<file path="src/rtl/watchdog_wakeup_pkg.sv">
package watchdog_wakeup_pkg;

  // Register port geometry
  localparam int REG_ADDR_W = 4;
  localparam int REG_DATA_W = 8;

  // Register offsets
  localparam logic [3:0] WDT_CTRL_OFFSET = 4'h0;
  localparam logic [3:0] RESET_FLAG_OFFSET = 4'h1;
  localparam logic [3:0] STATUS_OFFSET = 4'h2;
  localparam logic [3:0] PORTA_WAKE_OFFSET = 4'h3;
  localparam logic [3:0] WAKE_CAUSE_OFFSET = 4'h4;

  // Watchdog control layout and reset
  localparam logic [7:0] WDT_CTRL_RESET = 8'h53;
  localparam int KEY_LSB = 3;
  localparam int KEY_W = 5;
  localparam int SEL_LSB = 0;
  localparam int SEL_W = 3;
  localparam logic [4:0] KEY_DISABLE = 5'h15;
  localparam logic [4:0] KEY_ENABLE = 5'h0A;
  localparam int PERIOD_BASE_EXP = 8;
  localparam int WDT_COUNT_W = 16;

  // Reset flag layout
  localparam int KEY_FAULT_BIT = 0;
  localparam int LOW_VOLT_BIT = 2;

  // Status layout
  localparam int STAT_TIMEOUT_BIT = 0;
  localparam int STAT_POWER_DOWN_BIT = 1;
  localparam int STAT_MODE_LSB = 2;
  localparam int STAT_PENDING_BIT = 5;

  // Wake cause layout
  localparam int CAUSE_PORT_BIT = 0;
  localparam int CAUSE_IRQ_BIT = 1;
  localparam int CAUSE_WDT_BIT = 2;

  localparam logic [7:0] PORTA_WAKE_RESET = 8'h00;
  localparam logic [7:0] PORT_POWER_ON_VALUE = 8'hFF;

  // Timing
  localparam int CLOCK_PERIOD_NS = 20;
  localparam int LOW_SPEED_RC_OSC_FREQ_HZ = 32000;
  localparam int KEY_FAULT_RESET_DELAY_NS = 1000;
  localparam int KEY_FAULT_DELAY_CYCLES =
    (KEY_FAULT_RESET_DELAY_NS + CLOCK_PERIOD_NS - 1) / CLOCK_PERIOD_NS;

  typedef enum logic [2:0] {
    MODE_RUN = 3'b000,
    MODE_SLEEP = 3'b001,
    MODE_IDLE0 = 3'b010,
    MODE_IDLE1 = 3'b011,
    MODE_IDLE2 = 3'b100
  } power_mode_t;

  typedef struct packed {
    logic [3:0] addr;
    logic [7:0] wdata;
    logic write;
    logic read;
  } reg_req_t;

endpackage : watchdog_wakeup_pkg

</file>
<file path="src/rtl/watchdog_wakeup_reset_flags.sv">
// Functional notes
// - Wake on port fall, interrupt, or overflow
// - Halt sets power-down flag
// - Power-up or clear instruction clears power-down
// - Idle overflow wakes, sets timeout, clears PC/SP
// - Port pin wakes only when enabled
// - Disabled or stack-full interrupt resumes after halt
// - Enabled interrupt with free stack is serviced
// - Flag already set before halt cannot wake
// - Watchdog counts low-speed RC clock
// - Timeout is 2^(8+code) slow periods
// - Key disables, enables, else resets chip
// - Bad key resets after delay, sets flag
// - Key powers up as enable pattern
// - Key fault flag cleared only by zero write
// - Running overflow resets device, sets timeout
// - Counter cleared by key fault, clear, halt
// - Power-on sets program counter to zero
// - Power-on sets port registers all high
// - Halt clears counter, runs only if enabled
// - Halt with idle bits low enters sleep
//
// The register addresses and strobed register access were left to the implementer.
`timescale 1ns/100ps
module watchdog_wakeup_reset_flags
  import watchdog_wakeup_pkg::*;
#(
  parameter int PORTA_W = 8,
  parameter int NUM_IRQ = 4,
  parameter int KEY_FAULT_DELAY = KEY_FAULT_DELAY_CYCLES
) (
  input wire logic clock,
  input wire logic resetn,
  input wire reg_req_t regReq,
  output logic [7:0] regRdData,
  input wire logic haltExec,
  input wire logic watchdogClearInstruction,
  input wire logic fastIdleEnable,
  input wire logic slowIdleEnable,
  input wire logic [PORTA_W-1:0] portAPins,
  input wire logic [NUM_IRQ-1:0] interruptFlags,
  input wire logic [NUM_IRQ-1:0] interruptEnables,
  input wire logic stackFull,
  input wire logic lowSpeedRcOsc,
  input wire logic lowVoltageEvent,
  output power_mode_t powerMode,
  output logic powerDownFlag,
  output logic timeoutFlag,
  output logic wakeUp,
  output logic resumeAfterHalt,
  output logic serviceInterrupt,
  output logic [NUM_IRQ-1:0] serviceIrqOneHot,
  output logic pcStackClear,
  output logic chipReset,
  output logic powerOnLoad,
  output logic [7:0] portPowerOnValue
);

  localparam int DELAY_W = 16;

  typedef struct packed {
    power_mode_t mode;
    logic [7:0] wdtControl;
    logic [PORTA_W-1:0] portaWakeEnable;
    logic keyFaultFlag;
    logic lowVoltageFlag;
    logic powerDownFlag;
    logic timeoutFlag;
    logic keyFaultPending;
    logic [DELAY_W-1:0] keyFaultDelay;
    logic [WDT_COUNT_W-1:0] wdtCount;
    logic [NUM_IRQ-1:0] irqArmed;
    logic [NUM_IRQ-1:0] irqDeferred;
    logic [2:0] wakeCause;
    logic [PORTA_W-1:0] portSync1;
    logic [PORTA_W-1:0] portSync2;
    logic [PORTA_W-1:0] portPrev;
    logic lircSync1;
    logic lircSync2;
    logic lircPrev;
    logic [7:0] regRdData;
    logic wakeUp;
    logic resumeAfterHalt;
    logic serviceInterrupt;
    logic [NUM_IRQ-1:0] serviceIrqOneHot;
    logic pcStackClear;
    logic chipReset;
    logic powerOnLoad;
    logic [7:0] portPowerOnValue;
  } state_t;

  state_t s;
  state_t next_s;

  // Lowest set bit of a request vector
  function automatic logic [NUM_IRQ-1:0] lowestBit(input logic [NUM_IRQ-1:0] vec);
    logic [NUM_IRQ-1:0] pick;
    pick = '0;
    for (int i = NUM_IRQ - 1; i >= 0; i--) begin
      if (vec[i]) begin
        pick = '0;
        pick[i] = 1'b1;
      end
    end
    return pick;
  endfunction : lowestBit

  logic [KEY_W-1:0] key;
  logic [SEL_W-1:0] periodSel;
  logic [KEY_W-1:0] writtenKey;
  logic wdtEnabled;
  logic writtenKeyValid;
  logic lircTick;
  logic [WDT_COUNT_W-1:0] timeoutLast;
  logic overflow;
  logic [PORTA_W-1:0] portFall;
  logic [NUM_IRQ-1:0] irqWake;
  logic [NUM_IRQ-1:0] irqServe;
  logic [NUM_IRQ-1:0] deferredReady;
  logic asleep;
  logic keyFaultFire;
  logic wdtClear;
  logic haltTaken;

  always_comb begin
    key = s.wdtControl[KEY_LSB +: KEY_W];
    periodSel = s.wdtControl[SEL_LSB +: SEL_W];
    writtenKey = regReq.wdata[KEY_LSB +: KEY_W];
    writtenKeyValid = (writtenKey == KEY_ENABLE) || (writtenKey == KEY_DISABLE);
    // only the enable pattern runs the counter
    wdtEnabled = (key == KEY_ENABLE);
    asleep = (s.mode != MODE_RUN);
    // Slow clock is sampled as data, never used as a clock
    // count rising edges of the synchronised slow clock
    lircTick = s.lircSync2 && !s.lircPrev;
    // terminal count is 2^(8+code) minus one
    timeoutLast = (WDT_COUNT_W'(1) << (PERIOD_BASE_EXP + int'(periodSel)))
      - WDT_COUNT_W'(1);
    // only enabled pins see a falling edge
    portFall = s.portPrev & ~s.portSync2 & s.portaWakeEnable;
    // flags already set at halt were disarmed
    irqWake = interruptFlags & s.irqArmed;
    irqServe = irqWake & interruptEnables;
    deferredReady = s.irqDeferred & interruptFlags & interruptEnables;
    keyFaultFire = s.keyFaultPending && (s.keyFaultDelay == '0);
    // halt is only taken while running
    haltTaken = haltExec && !asleep;
    // key fault, clear instruction and halt clear the count
    wdtClear = keyFaultFire || watchdogClearInstruction
      || haltTaken;
    // overflow on the tick that completes the count
    // A clear on that very tick still counts as in time
    overflow = wdtEnabled && lircTick && (s.wdtCount == timeoutLast) && !wdtClear;
  end

  always_comb begin
    next_s = s;
    next_s.wakeUp = 1'b0;
    next_s.resumeAfterHalt = 1'b0;
    next_s.serviceInterrupt = 1'b0;
    next_s.serviceIrqOneHot = '0;
    next_s.pcStackClear = 1'b0;
    next_s.chipReset = 1'b0;
    next_s.powerOnLoad = 1'b0;
    next_s.regRdData = '0;

    // Two stages before any logic sees a pin or the slow clock
    next_s.portSync1 = portAPins;
    next_s.portSync2 = s.portSync1;
    next_s.portPrev = s.portSync2;
    next_s.lircSync1 = lowSpeedRcOsc;
    next_s.lircSync2 = s.lircSync1;
    next_s.lircPrev = s.lircSync2;

    // Watchdog counter
    // halt clears it, counting only when enabled
    if (wdtClear || overflow) begin
      next_s.wdtCount = '0;
    end else if (wdtEnabled && lircTick) begin
      next_s.wdtCount = s.wdtCount + WDT_COUNT_W'(1);
    end

    // Deferred interrupts drop when the source withdraws its request
    next_s.irqDeferred = s.irqDeferred & interruptFlags;

    // Register writes
    if (regReq.write) begin
      case (regReq.addr)
        WDT_CTRL_OFFSET: begin
          next_s.wdtControl = regReq.wdata;
          // A second bad key must not restart the delay
          // a bad key arms the delayed reset
          if (!writtenKeyValid && !s.keyFaultPending) begin
            next_s.keyFaultPending = 1'b1;
            next_s.keyFaultDelay = DELAY_W'(KEY_FAULT_DELAY - 1);
          end
        end
        RESET_FLAG_OFFSET: begin
          // writing one leaves the flag alone
          if (!regReq.wdata[KEY_FAULT_BIT]) begin
            next_s.keyFaultFlag = 1'b0;
          end
          if (!regReq.wdata[LOW_VOLT_BIT]) begin
            next_s.lowVoltageFlag = 1'b0;
          end
        end
        PORTA_WAKE_OFFSET: begin
          next_s.portaWakeEnable = regReq.wdata[PORTA_W-1:0];
        end
        WAKE_CAUSE_OFFSET: begin
          next_s.wakeCause = s.wakeCause & ~regReq.wdata[2:0];
        end
        default: begin
        end
      endcase
    end

    // Hardware sets after the software clears so a same-cycle event wins
    if (lowVoltageEvent) begin
      next_s.lowVoltageFlag = 1'b1;
    end

    if (s.keyFaultPending && !keyFaultFire) begin
      next_s.keyFaultDelay = s.keyFaultDelay - DELAY_W'(1);
    end

    // halt sets power-down and picks the low power mode
    if (haltTaken) begin
      next_s.powerDownFlag = 1'b1;
      next_s.timeoutFlag = 1'b0;
      next_s.irqArmed = ~interruptFlags;
      // both idle enables low means sleep
      case ({fastIdleEnable, slowIdleEnable})
        2'b00: begin
          next_s.mode = MODE_SLEEP;
        end
        2'b01: begin
          next_s.mode = MODE_IDLE0;
        end
        2'b11: begin
          next_s.mode = MODE_IDLE1;
        end
        2'b10: begin
          next_s.mode = MODE_IDLE2;
        end
        default: begin
          next_s.mode = MODE_SLEEP;
        end
      endcase
    end

    if (watchdogClearInstruction) begin
      next_s.powerDownFlag = 1'b0;
    end

    // any of the three sources ends a low power mode
    if (asleep) begin
      // Overflow outranks interrupts, which outrank pins
      if (overflow) begin
        // timeout wake clears only PC and stack pointer
        next_s.timeoutFlag = 1'b1;
        next_s.pcStackClear = 1'b1;
        next_s.wakeUp = 1'b1;
        next_s.mode = MODE_RUN;
        next_s.wakeCause[CAUSE_WDT_BIT] = 1'b1;
      end else if (|irqWake) begin
        next_s.wakeUp = 1'b1;
        next_s.mode = MODE_RUN;
        next_s.wakeCause[CAUSE_IRQ_BIT] = 1'b1;
        // A full stack defers even an enabled request
        if ((|irqServe) && !stackFull) begin
          // normal interrupt response right after wake
          next_s.serviceInterrupt = 1'b1;
          next_s.serviceIrqOneHot = lowestBit(irqServe);
        end else begin
          // resume after halt and hold the request
          next_s.resumeAfterHalt = 1'b1;
          next_s.irqDeferred = s.irqDeferred | irqWake;
        end
      end else if (|portFall) begin
        next_s.wakeUp = 1'b1;
        next_s.resumeAfterHalt = 1'b1;
        next_s.mode = MODE_RUN;
        next_s.wakeCause[CAUSE_PORT_BIT] = 1'b1;
      end
    end else if (overflow) begin
      // overflow while running resets the device
      next_s.chipReset = 1'b1;
      next_s.timeoutFlag = 1'b1;
    end else if ((|deferredReady) && !stackFull) begin
      // held request served once enabled with stack room
      next_s.serviceInterrupt = 1'b1;
      next_s.serviceIrqOneHot = lowestBit(deferredReady);
      next_s.irqDeferred = s.irqDeferred & ~lowestBit(deferredReady);
    end

    // delayed full reset from a corrupted key
    if (keyFaultFire) begin
      next_s.keyFaultPending = 1'b0;
      next_s.keyFaultFlag = 1'b1;
      next_s.chipReset = 1'b1;
      next_s.wdtControl = WDT_CTRL_RESET;
      next_s.mode = MODE_RUN;
      next_s.irqDeferred = '0;
    end

    // Reads answer in the following cycle
    // Unused high bits stay zero
    if (regReq.read) begin
      case (regReq.addr)
        WDT_CTRL_OFFSET: begin
          next_s.regRdData = s.wdtControl;
        end
        RESET_FLAG_OFFSET: begin
          next_s.regRdData[KEY_FAULT_BIT] = s.keyFaultFlag;
          next_s.regRdData[LOW_VOLT_BIT] = s.lowVoltageFlag;
        end
        STATUS_OFFSET: begin
          next_s.regRdData[STAT_TIMEOUT_BIT] = s.timeoutFlag;
          next_s.regRdData[STAT_POWER_DOWN_BIT] = s.powerDownFlag;
          next_s.regRdData[STAT_MODE_LSB +: 3] = s.mode;
          next_s.regRdData[STAT_PENDING_BIT] = s.keyFaultPending;
        end
        PORTA_WAKE_OFFSET: begin
          next_s.regRdData[PORTA_W-1:0] = s.portaWakeEnable;
        end
        WAKE_CAUSE_OFFSET: begin
          next_s.regRdData[2:0] = s.wakeCause;
        end
        default: begin
          next_s.regRdData = '0;
        end
      endcase
    end
  end

  always_ff @(posedge clock or negedge resetn) begin
    if (!resetn) begin
      s <= '0;
      // key powers up as the enable pattern
      s.wdtControl <= WDT_CTRL_RESET;
      s.portaWakeEnable <= PORTA_WAKE_RESET[PORTA_W-1:0];
      s.mode <= MODE_RUN;
      // first cycle after release loads PC with zero
      s.powerOnLoad <= 1'b1;
      // port data and control come up all high
      s.portPowerOnValue <= PORT_POWER_ON_VALUE;
      s.portSync1 <= '1;
      s.portSync2 <= '1;
      s.portPrev <= '1;
    end else begin
      s <= next_s;
    end
  end

  assign regRdData = s.regRdData;
  assign powerMode = s.mode;
  assign powerDownFlag = s.powerDownFlag;
  assign timeoutFlag = s.timeoutFlag;
  assign wakeUp = s.wakeUp;
  assign resumeAfterHalt = s.resumeAfterHalt;
  assign serviceInterrupt = s.serviceInterrupt;
  assign serviceIrqOneHot = s.serviceIrqOneHot;
  assign pcStackClear = s.pcStackClear;
  assign chipReset = s.chipReset;
  assign powerOnLoad = s.powerOnLoad;
  assign portPowerOnValue = s.portPowerOnValue;

endmodule : watchdog_wakeup_reset_flags

</file>
<file path="config.mk">
export PLATFORM = sky130hd
export DESIGN_NAME = watchdog_wakeup_reset_flags
export DESIGN_NICKNAME = d
export VERILOG_FILES = /design/src/rtl/watchdog_wakeup_pkg.sv /design/src/rtl/watchdog_wakeup_reset_flags.sv
export SDC_FILE = /design/constraint.sdc
export NUM_CORES = 1
export LEC_CHECK = 0
export ABC_AREA = 1
export ABC_CLOCK_PERIOD_IN_PS = 2300
export BUFFER_PORTS_ARGS = -buffer_cell sky130_fd_sc_hd__buf_2
export CORE_MARGIN = 2
export CORE_UTILIZATION = 30
export CTS_CLUSTER_DIAMETER = 100
export DETAILED_ROUTE_END_ITERATION = 7
export PLACE_DENSITY_LB_ADDON = 0.15
export SYNTH_ARGS = -nofsm -noshare
export SYNTH_HDL_FRONTEND = slang
export SYNTH_SLANG_ARGS = --single-unit
</file>
<file path="constraint.sdc">
create_clock -name clock -period 2.3 [get_ports clock]
set_input_delay 0 -clock clock [delete_from_list [all_inputs] [get_ports clock]]
set_output_delay 0 -clock clock [all_outputs]
set_load 0.05 [all_outputs]
</file>
-- Word-level counts from Yosys, hierarchy flattened
Cells that the tools add are included.
- add/subtract/negate cells: 4
- eq/ne operators: 13
- shift-type cells: 1
- mux-type cells: 72
- bitwise operators: 13
- reductions and logical operators: 47
- operator list (cell ; count):
    $mux 4 ; 18
    $mux 17 ; 3
    $mux 16 ; 3
    $mux 5 ; 5
    $mux 3 ; 8
    $mux 8 ; 3
    $reduce_bool 2->1 ; 12
    $and 4x4->4 ; 5
    $mux 18 ; 1
    $mux 1 ; 17
    $add 16x1->16 const B ; 1
    $and 8x8->8 ; 2
    $eq 16x16->1 ; 1
    $logic_not 16->1 ; 1
    $shl 1x5->16 const A ; 1
    $sub 16x1->16 const B ; 1
    $sub 16x2->16 const B ; 1
    $mux 2 ; 6
    $pmux 3 s4 ; 1
    $reduce_and 3->1 ; 4
    $reduce_or 4->1 ; 3
    $mux 11 ; 1
    $eq 5x4->1 const B ; 2
    $logic_and 1x1->1 ; 10
    25 further kinds ; 40
- bits in registers: 112
- input port bits: 39
- output and inout port bits: 31

-- Depth between registers and ports, before layout
Gate-level depths: netlist (run 1).
- depth after elaboration: 15
- mapped depth: 15
- gate-level depth less buffers: 15

-- Worst setup path after synthesis (run 1)
Ideal clock, no wire load.
- path kind: register to register
- from: register s[80] (netlist name)
- to: register s[56] (netlist name)
- arrival time: 1.597 ns
- data required time: 2.179 ns
- setup slack: 0.582 ns
- stages on the path, launching flop included: 14
- clock period less this slack: 1.718 ns
- cell sequence: dfrtp_1 inv_1 ha_1 nand2_1 nor2_2 inv_2 nor2_1 nand3_2 nand2_2 inv_2 nand3b_2 o21ai_0 nor2_1 nor2_1
- RTL lines (element ; line ; RTL):
    start: declaration ; watchdog_wakeup_reset_flags.sv:92 ; state_t s;
    start signal: assignment ; watchdog_wakeup_reset_flags.sv:352 ; s <= next_s;

==> results of run 1 <==
cells by family (layout without fill, tap and decap cells):
family	after synthesis	after routing
AND/OR/NAND/NOR	316	316
buffers and inverters	137	216
flip-flops	112	112
AO/OA/AOI/OAI	108	108
XOR/XNOR	13	13
adder cells (fa/ha/maj)	5	5
other	2	9
worst paths after layout:
| path | from | endpoint | slack, ps |
|---|---|---|---|
| min in group asynchronous | resetn | s[26]$_DFF_PN0_ | 220 |
| setup reg to reg | key[1]$_DFFE_PN1P_ | powerMode[2]$_DFF_PN0_ | 310 |
| hold reg to reg | next_s[40]$_DFF_PN1_ | next_s[32]$_DFF_PN1_ | 360 |
| max in group asynchronous | resetn | next_s[30]$_DFF_PN1_ | 1260 |
| setup / recovery | key[1]$_DFFE_PN1P_ | powerMode[2]$_DFF_PN0_ | 310 |
| hold / removal | regReq[13] | regRdData[0]$_DFF_PN0_ | 30 |
cell type report:
type | count | area, um^2
Sequential cell | 112 | 2840
Fill cell | 1954 | 11900
Multi-Input combinational cell | 451 | 2260
Inverter | 104 | 390
Clock inverter | 6 | 48.8
Tap cell | 234 | 293
Timing Repair Buffer | 96 | 651
Clock buffer | 10 | 229
layout by cell type (no fill, tap or decap), types with 3 or more instances in the layout:
| master | count |
|---|---|
| a21oi_1 | 21 |
| a221oi_1 | 3 |
| buf_2 | 60 |
| buf_4 | 8 |
| clkbuf_16 | 9 |
| conb_1 | 9 |
| dfrtp_1 | 83 |
| dfstp_2 | 29 |
| dlygate4sd3_1 | 27 |
| ha_1 | 5 |
| inv_1 | 93 |
| inv_2 | 10 |
| nand2_1 | 151 |
| nand2_2 | 4 |
| nand2_4 | 3 |
| nand3_1 | 36 |
| nand3_2 | 5 |
| nand4_1 | 12 |
| nor2_1 | 72 |
| nor2_2 | 6 |
| nor3_1 | 12 |
| nor3b_1 | 3 |
| nor4_1 | 4 |
| o211ai_1 | 6 |
| o21ai_0 | 51 |
| o21ai_1 | 6 |
| o22ai_1 | 8 |
| xor2_1 | 12 |
state kept, by name, summed over array words and instances, names as in the netlist, 3 cells and up:
signal,flops
periodSel,3
s,63
next_s,18
key,5
serviceIrqOneHot,4
powerMode,3
regRdData,8
routing by layer:
| layer | share of wire, % | track usage (%) | vias to the layer above |
|---|---|---|---|
| met1 | 47 | 19.9 | 2208 |
| li1 | - | - | 2348 |
| met5 | 0 | 0 | - |
| met3 | 4.7 | 3.61 | 21 |
| met4 | 1.8 | 4.16 | 0 |
| met2 | 47 | 25.1 | 121 |
worst reg2reg max path: stages, from the launching register on:
cell and delay, ps:
dfstp_2 560, nand2_1 50, nor2_1 120, nand2_2 160, inv_2 200, nand3_1 100, nor2_1 180, nand3b_2 210
o211ai_2 240, nor2_1 60
synth_stat cells (all sizes together), types with 4 or more instances:
master,count
a21oi,22
buf,29
clkbuf,4
dfrtp,83
dfstp,29
ha,5
inv,103
nand2,158
nand3,41
nand4,13
nor2,80
nor3,12
nor4,4
o211ai,7
o21ai,58
o22ai,8
xor2,12
where the power goes:
| group | leakage, nW | internal [mW] | total (mW) | switching, mW |
|---|---|---|---|---|
| clock network | 0.140 | 0.754 | 1.52 | 0.766 |
| registers | 1.34 | 2.23 | 2.43 | 0.197 |
| logic | 1.74 | 0.460 | 1.50 | 1.04 |
| total | 3.22 | 3.45 | 5.45 | 2.00 |
timing repair:
| action | 4_1_cts | 5_1_grt |
|---|---|---|
| resized for setup | 0 | 0 |
| hold buffers | 27 | 0 |
| endpoints found under the hold margin | 70 | 0 |
| setup buffers | 0 | 0 |
==> results.py, run 1 <==
metrics = {
    "cells_and_area": {
        "final_area_mm2": 0.00671,
        "areaGrowthSynthToFinish_pct": 17.7,
        "final_cells": 1013,
        "final_core_util_pct": 36.0,
        "drive_gt1_share_pct": 19.3,
        "layout.nets": 818,
        "diodes": 0,
    },
    "worst_setup_path": {
        "crit_path_max_fanout": 10,
        "required_ps": 2540,
        "max_stage_delay_ps": 560,
        "path_common_cell": "nor2_1",
        "path_class": "register to register",
        "worstSetupStartpointType": "register",
        "r2r_cells": 9,
        "worstSetupEndpointType": "register",
        "crit_family": "simple AND/OR/NAND/NOR gates",
        "crit_chain": "nand2_1, nor2_1, nand2_2, inv_2, nand3_1, nor2_1, nand3b_2, o211ai_2, nor2_1",
        "cp_data_arrival_time_ps": 2230,
        "worst-path-buf-inv": 1,
        "cp_num_cells": 9,
        "slowest_stage": "dfstp_2",
    },
    "route": {
        "routed-via-count": 4698,
        "firstDrtPassIters": 5,
        "wl_per_cell_um": 14.4,
        "finalWirelength_um": 14600,
        "avgViaCountPerCell": 4.64,
        "drtAntennaViolNets": 0,
        "drtIter0Drc": 275,
        "drc": 0,
    },
    "die": {
        "coreArea_mm2": 0.0186,
        "die_area_mm2": 0.0201,
        "dieWidth_um": 142,
        "num_rows": 50,
        "fp.dieH_um": 142,
        "io_pins": 70,
        "start_util_pct": 30.6,
    },
    "clock_network": {
        "htree_levels": 3,
        "cts.sinks": 112,
        "cts_buffers": 9,
        "clk_path_buf_depth": 2,
        "path_clk_slew_ps": 80,
        "clk_latency_ps": 360,
        "root_buffer": "clkbuf_16",
        "cts_tree": "yes",
    },
    "yosys": {
        "synth_mux_area_share_pct": 0,
        "netlist_instances": 693,
        "ys_warn_count": 0,
        "synth_xor_area_share_pct": 2.00,
        "synth-edff-count": 0,
        "async_flop_share_pct": 100,
        "synthFlopType": "dfrtp_1",
        "synth-adder-area-share_pct": 1.10,
        "synth_area_leaders": "dfrtp_1, dfstp_2, nand2_1",
        "synthSimpleGateAreaFrac_pct": 24.9,
        "yosysUniqueCellTypes": 47,
        "synth.avg_cell_area_um2": 8.22,
        "syn-cell-area_mm2": 0.00570,
        "ys_seq_area_share_pct": 49.8,
        "synth_compound_area_share_pct": 11.0,
        "synth_top_area_share_pct": 36.4,
        "synth_top_cell_by_area": "dfrtp_1",
        "synth_top_family_by_area": "simple AND/OR/NAND/NOR gates",
        "ys_ff_latch": 112,
    },
    "place": {
        "place_inst": 970,
        "placed_cell_area_mm2": 0.00616,
        "place_ws_ps": 341,
        "io_buffers": 61,
        "gp_congestion": 0.861,
        "dpl.hpwl_um": 10900,
    },
    "outcome": {
        "status": "completed",
    },
    "sta": {
        "fin_crit_sh_pct": 86.6,
        "timing.hold.ws_ps": 28.6,
        "hold_viol": 0,
        "worst_pin_slew_ps": 652,
        "max_slew_margin_pct": 56.6,
        "min_period_ps": 1990,
        "rsz0062_at_grt": "no",
        "slew_viol_final": 0,
        "clock_skew_ps": 11.6,
        "fmax_ghz": 0.502,
        "tns_ps": 0,
        "setup_viol_count_final": 0,
        "timing.final.ws_setup_ps": 309,
    },
    "pwr": {
        "vdd_ir_drop_max_mv": 0.387,
        "fin_total_pwr_mw": 5.45,
        "power.leakage_nw": 3.22,
        "pwr_density_cell_mw_per_mm2": 813,
    },
    "grt": {
        "grt_pass1_vias": 4725,
        "antenna_found_initial": 0,
        "track_usage_pct": 15.2,
        "grt_max_degree": 50,
        "overflow": 0,
        "grt_pass1_wl_um": 24000,
    },
    "worst_hold_path": {
        "hold_depth": 4,
        "hold_path.class": "primary input to register",
    },
    "run": {
        "drv_cap": 0,
    },
}
Note: power is estimated with default switching activity, not from simulation.
==> inputs of run 2 (changes only) <==
- CTS_CLUSTER_DIAMETER: 100 -> 150
- REMOVE_ABC_BUFFERS: not set -> 1
==> results.py, run 2 (synthesis results as in run 1) <==
metrics = {
    "pwr": {
        "pwr_density_cell_mw_per_mm2": 820,
        "swShare_pct": 37.0,
        "p_int_mw": 3.48,
        "clkPwrFrac_pct": 28.8,
        "comb_power_share_pct": 27.7,
        "vdd_ir_drop_max_mv": 0.393,
        "switchingPower_mw": 2.04,
        "power.leakage_nw": 3.23,
        "seq_power_share_pct": 43.5,
    },
    "cells_and_area": {
        "final_common_cell": "nand2_1",
        "final_cell_mix": "nand2_1, inv_1, dfrtp_1",
        "drive_gt1_share_pct": 19.4,
        "final_cells": 1013,
        "fillers": 1955,
        "areaGrowthSynthToFinish_pct": 18.2,
        "diodes": 0,
        "largest_reg_flops": 63,
        "regMostFlops": "s",
        "layout.nets": 818,
    },
    "worst_setup_path": {
        "worstSetupStartpointType": "register",
        "path_class": "register to register",
        "path_common_cell": "inv_2",
        "cp_data_arrival_time_ps": 2280,
        "worstSetupEndpointType": "register",
        "crit_chain": "inv_1, ha_1, nand2_1, nor2_2, inv_2, nor2_1, nand3_2, nand2_2, inv_2, nand2_4, nand3_1, o22ai_1",
        "crit_family": "simple AND/OR/NAND/NOR gates",
        "required_ps": 2570,
        "max_stage_delay_ps": 380,
        "slowest_stage": "dfrtp_1",
        "worst-path-buf-inv": 3,
        "crit_path_max_fanout": 10,
    },
    "route": {
        "firstDrtPassIters": 5,
        "drtAntennaViolNets": 0,
        "drc": 0,
        "drtIter0Drc": 294,
        "routed-via-count": 4663,
        "wl_met2_um": 6700,
        "avgViaCountPerCell": 4.60,
        "highest_layer": "met4",
        "wl_per_cell_um": 14.2,
        "finalWirelength_um": 14300,
        "met3_length_um": 679,
        "wl_met1_um": 6770,
    },
    "grt": {
        "grt_pass1_wl_um": 23500,
        "grt_max_degree": 46,
        "overflow": 0,
        "grt_pass1_vias": 4703,
        "track_usage_pct": 15.0,
        "antenna_found_initial": 0,
    },
    "worst_hold_path": {
        "hold_path.class": "primary input to register",
    },
    "sta": {
        "setup_viol_count_final": 0,
        "min_period_ps": 2010,
        "hold_viol": 0,
        "clock_skew_ps": 12.3,
        "max_slew_margin_pct": 59.5,
        "rsz0062_at_grt": "no",
        "fin_crit_sh_pct": 87.5,
        "slew_viol_final": 0,
        "worst_pin_slew_ps": 602,
        "fmax_ghz": 0.497,
        "timing.hold.ws_ps": 34.1,
    },
    "place": {
        "place_inst": 970,
        "dpl.hpwl_um": 11000,
        "gp_congestion": 0.909,
        "io_buffers": 61,
    },
    "clock_network": {
        "cts_buffers": 9,
        "path_clk_slew_ps": 80,
        "clk_path_buf_depth": 2,
        "cts.sinks": 112,
        "root_buffer": "clkbuf_16",
        "htree_levels": 3,
        "cts.repair_timing.setup_buffer_count": 0,
        "cts_tree": "yes",
        "clk_latency_ps": 360,
    },
    "die": {
        "coreArea_mm2": 0.0186,
        "die_area_mm2": 0.0201,
        "num_rows": 50,
        "io_pins": 70,
        "dieWidth_um": 142,
        "start_util_pct": 30.6,
        "fp.dieH_um": 142,
    },
    "run": {
        "drv_cap": 0,
    },
    "outcome": {
        "status": "completed",
    },
}
## run 2: worst paths after layout
check	from	to	slack, ps	cells past startpoint
min	regReq[13]	regRdData[0]$_DFF_PN0_	30	4
max reg2reg	s[80]$_DFFE_PN0P_	serviceIrqOneHot[0]$_DFF_PN0_	290	12
max in group asynchronous	resetn	s[71]$_DFFE_PN0P_	1310	3
max	s[80]$_DFFE_PN0P_	serviceIrqOneHot[0]$_DFF_PN0_	290	12
min in group asynchronous	resetn	regRdData[0]$_DFF_PN0_	160	2
min reg2reg	next_s[37]$_DFF_PN1_	next_s[29]$_DFF_PN1_	360	0
## run 2: timing repair
item                      in CTS  in global routing
resized for setup              0                  0
hold endpoints to repair     100                  0
hold buffers                  27                  0
## run 2: stage by stage
step           util, %  total power [mW]  setup TNS [ps]  area, um^2  setup WS [ps]
2_1_floorplan        -              3.43           -6120        5490           -278
4_1_cts           36.1              5.64               0        6740            264
3_5_place_dp      33.0              3.96               0        6160            285
5_1_grt           36.1              5.92               0        6740           76.1
3_3_place_gp      33.0              3.93               0        6160            325
6_report          36.1              5.53               0        6740            287
## run 2: metal layers
layer | GRT usage [%] | vias up
met1 | 19.4 | 2212
met3 | 4.39 | 14
li1 | - | 2354
met5 | 0 | -
met2 | 24.6 | 83
met4 | 4.00 | 0
## run 2: power groups by stage
stage | combinational, mW | sequential (mW) | clock (mW)
after floorplan | 0.823 | 2.61 | 0
after global placement | 1.49 | 2.44 | 0
after detailed placement | 1.51 | 2.45 | 0
after CTS | 1.55 | 2.41 | 1.68
after global routing | 1.72 | 2.44 | 1.75
final | 1.53 | 2.40 | 1.59
## run 2: worst register-to-register path, cell delays in order, from the launching register on
cell     delay [ps]
dfrtp_1         380
inv_1           110
ha_1            200
nand2_1          70
nor2_2          170
inv_2            60
nor2_1          120
nand3_2         120
nand2_2         110
inv_2            60
nand2_4         140
nand3_1         170
o22ai_1         200
## run 2: final cells by class
type | count | area, um^2 | share of cell area, %
clock buffers | 9 | 225 | 3.34
flip-flops and latches | 112 | 2840 | 42.1
well taps | 234 | 293 | 4.35
inverters | 104 | 390 | 5.79
clock inverters | 7 | 82.6 | 1.23
multi-input cells | 451 | 2260 | 33.5
repair buffers | 96 | 651 | 9.66
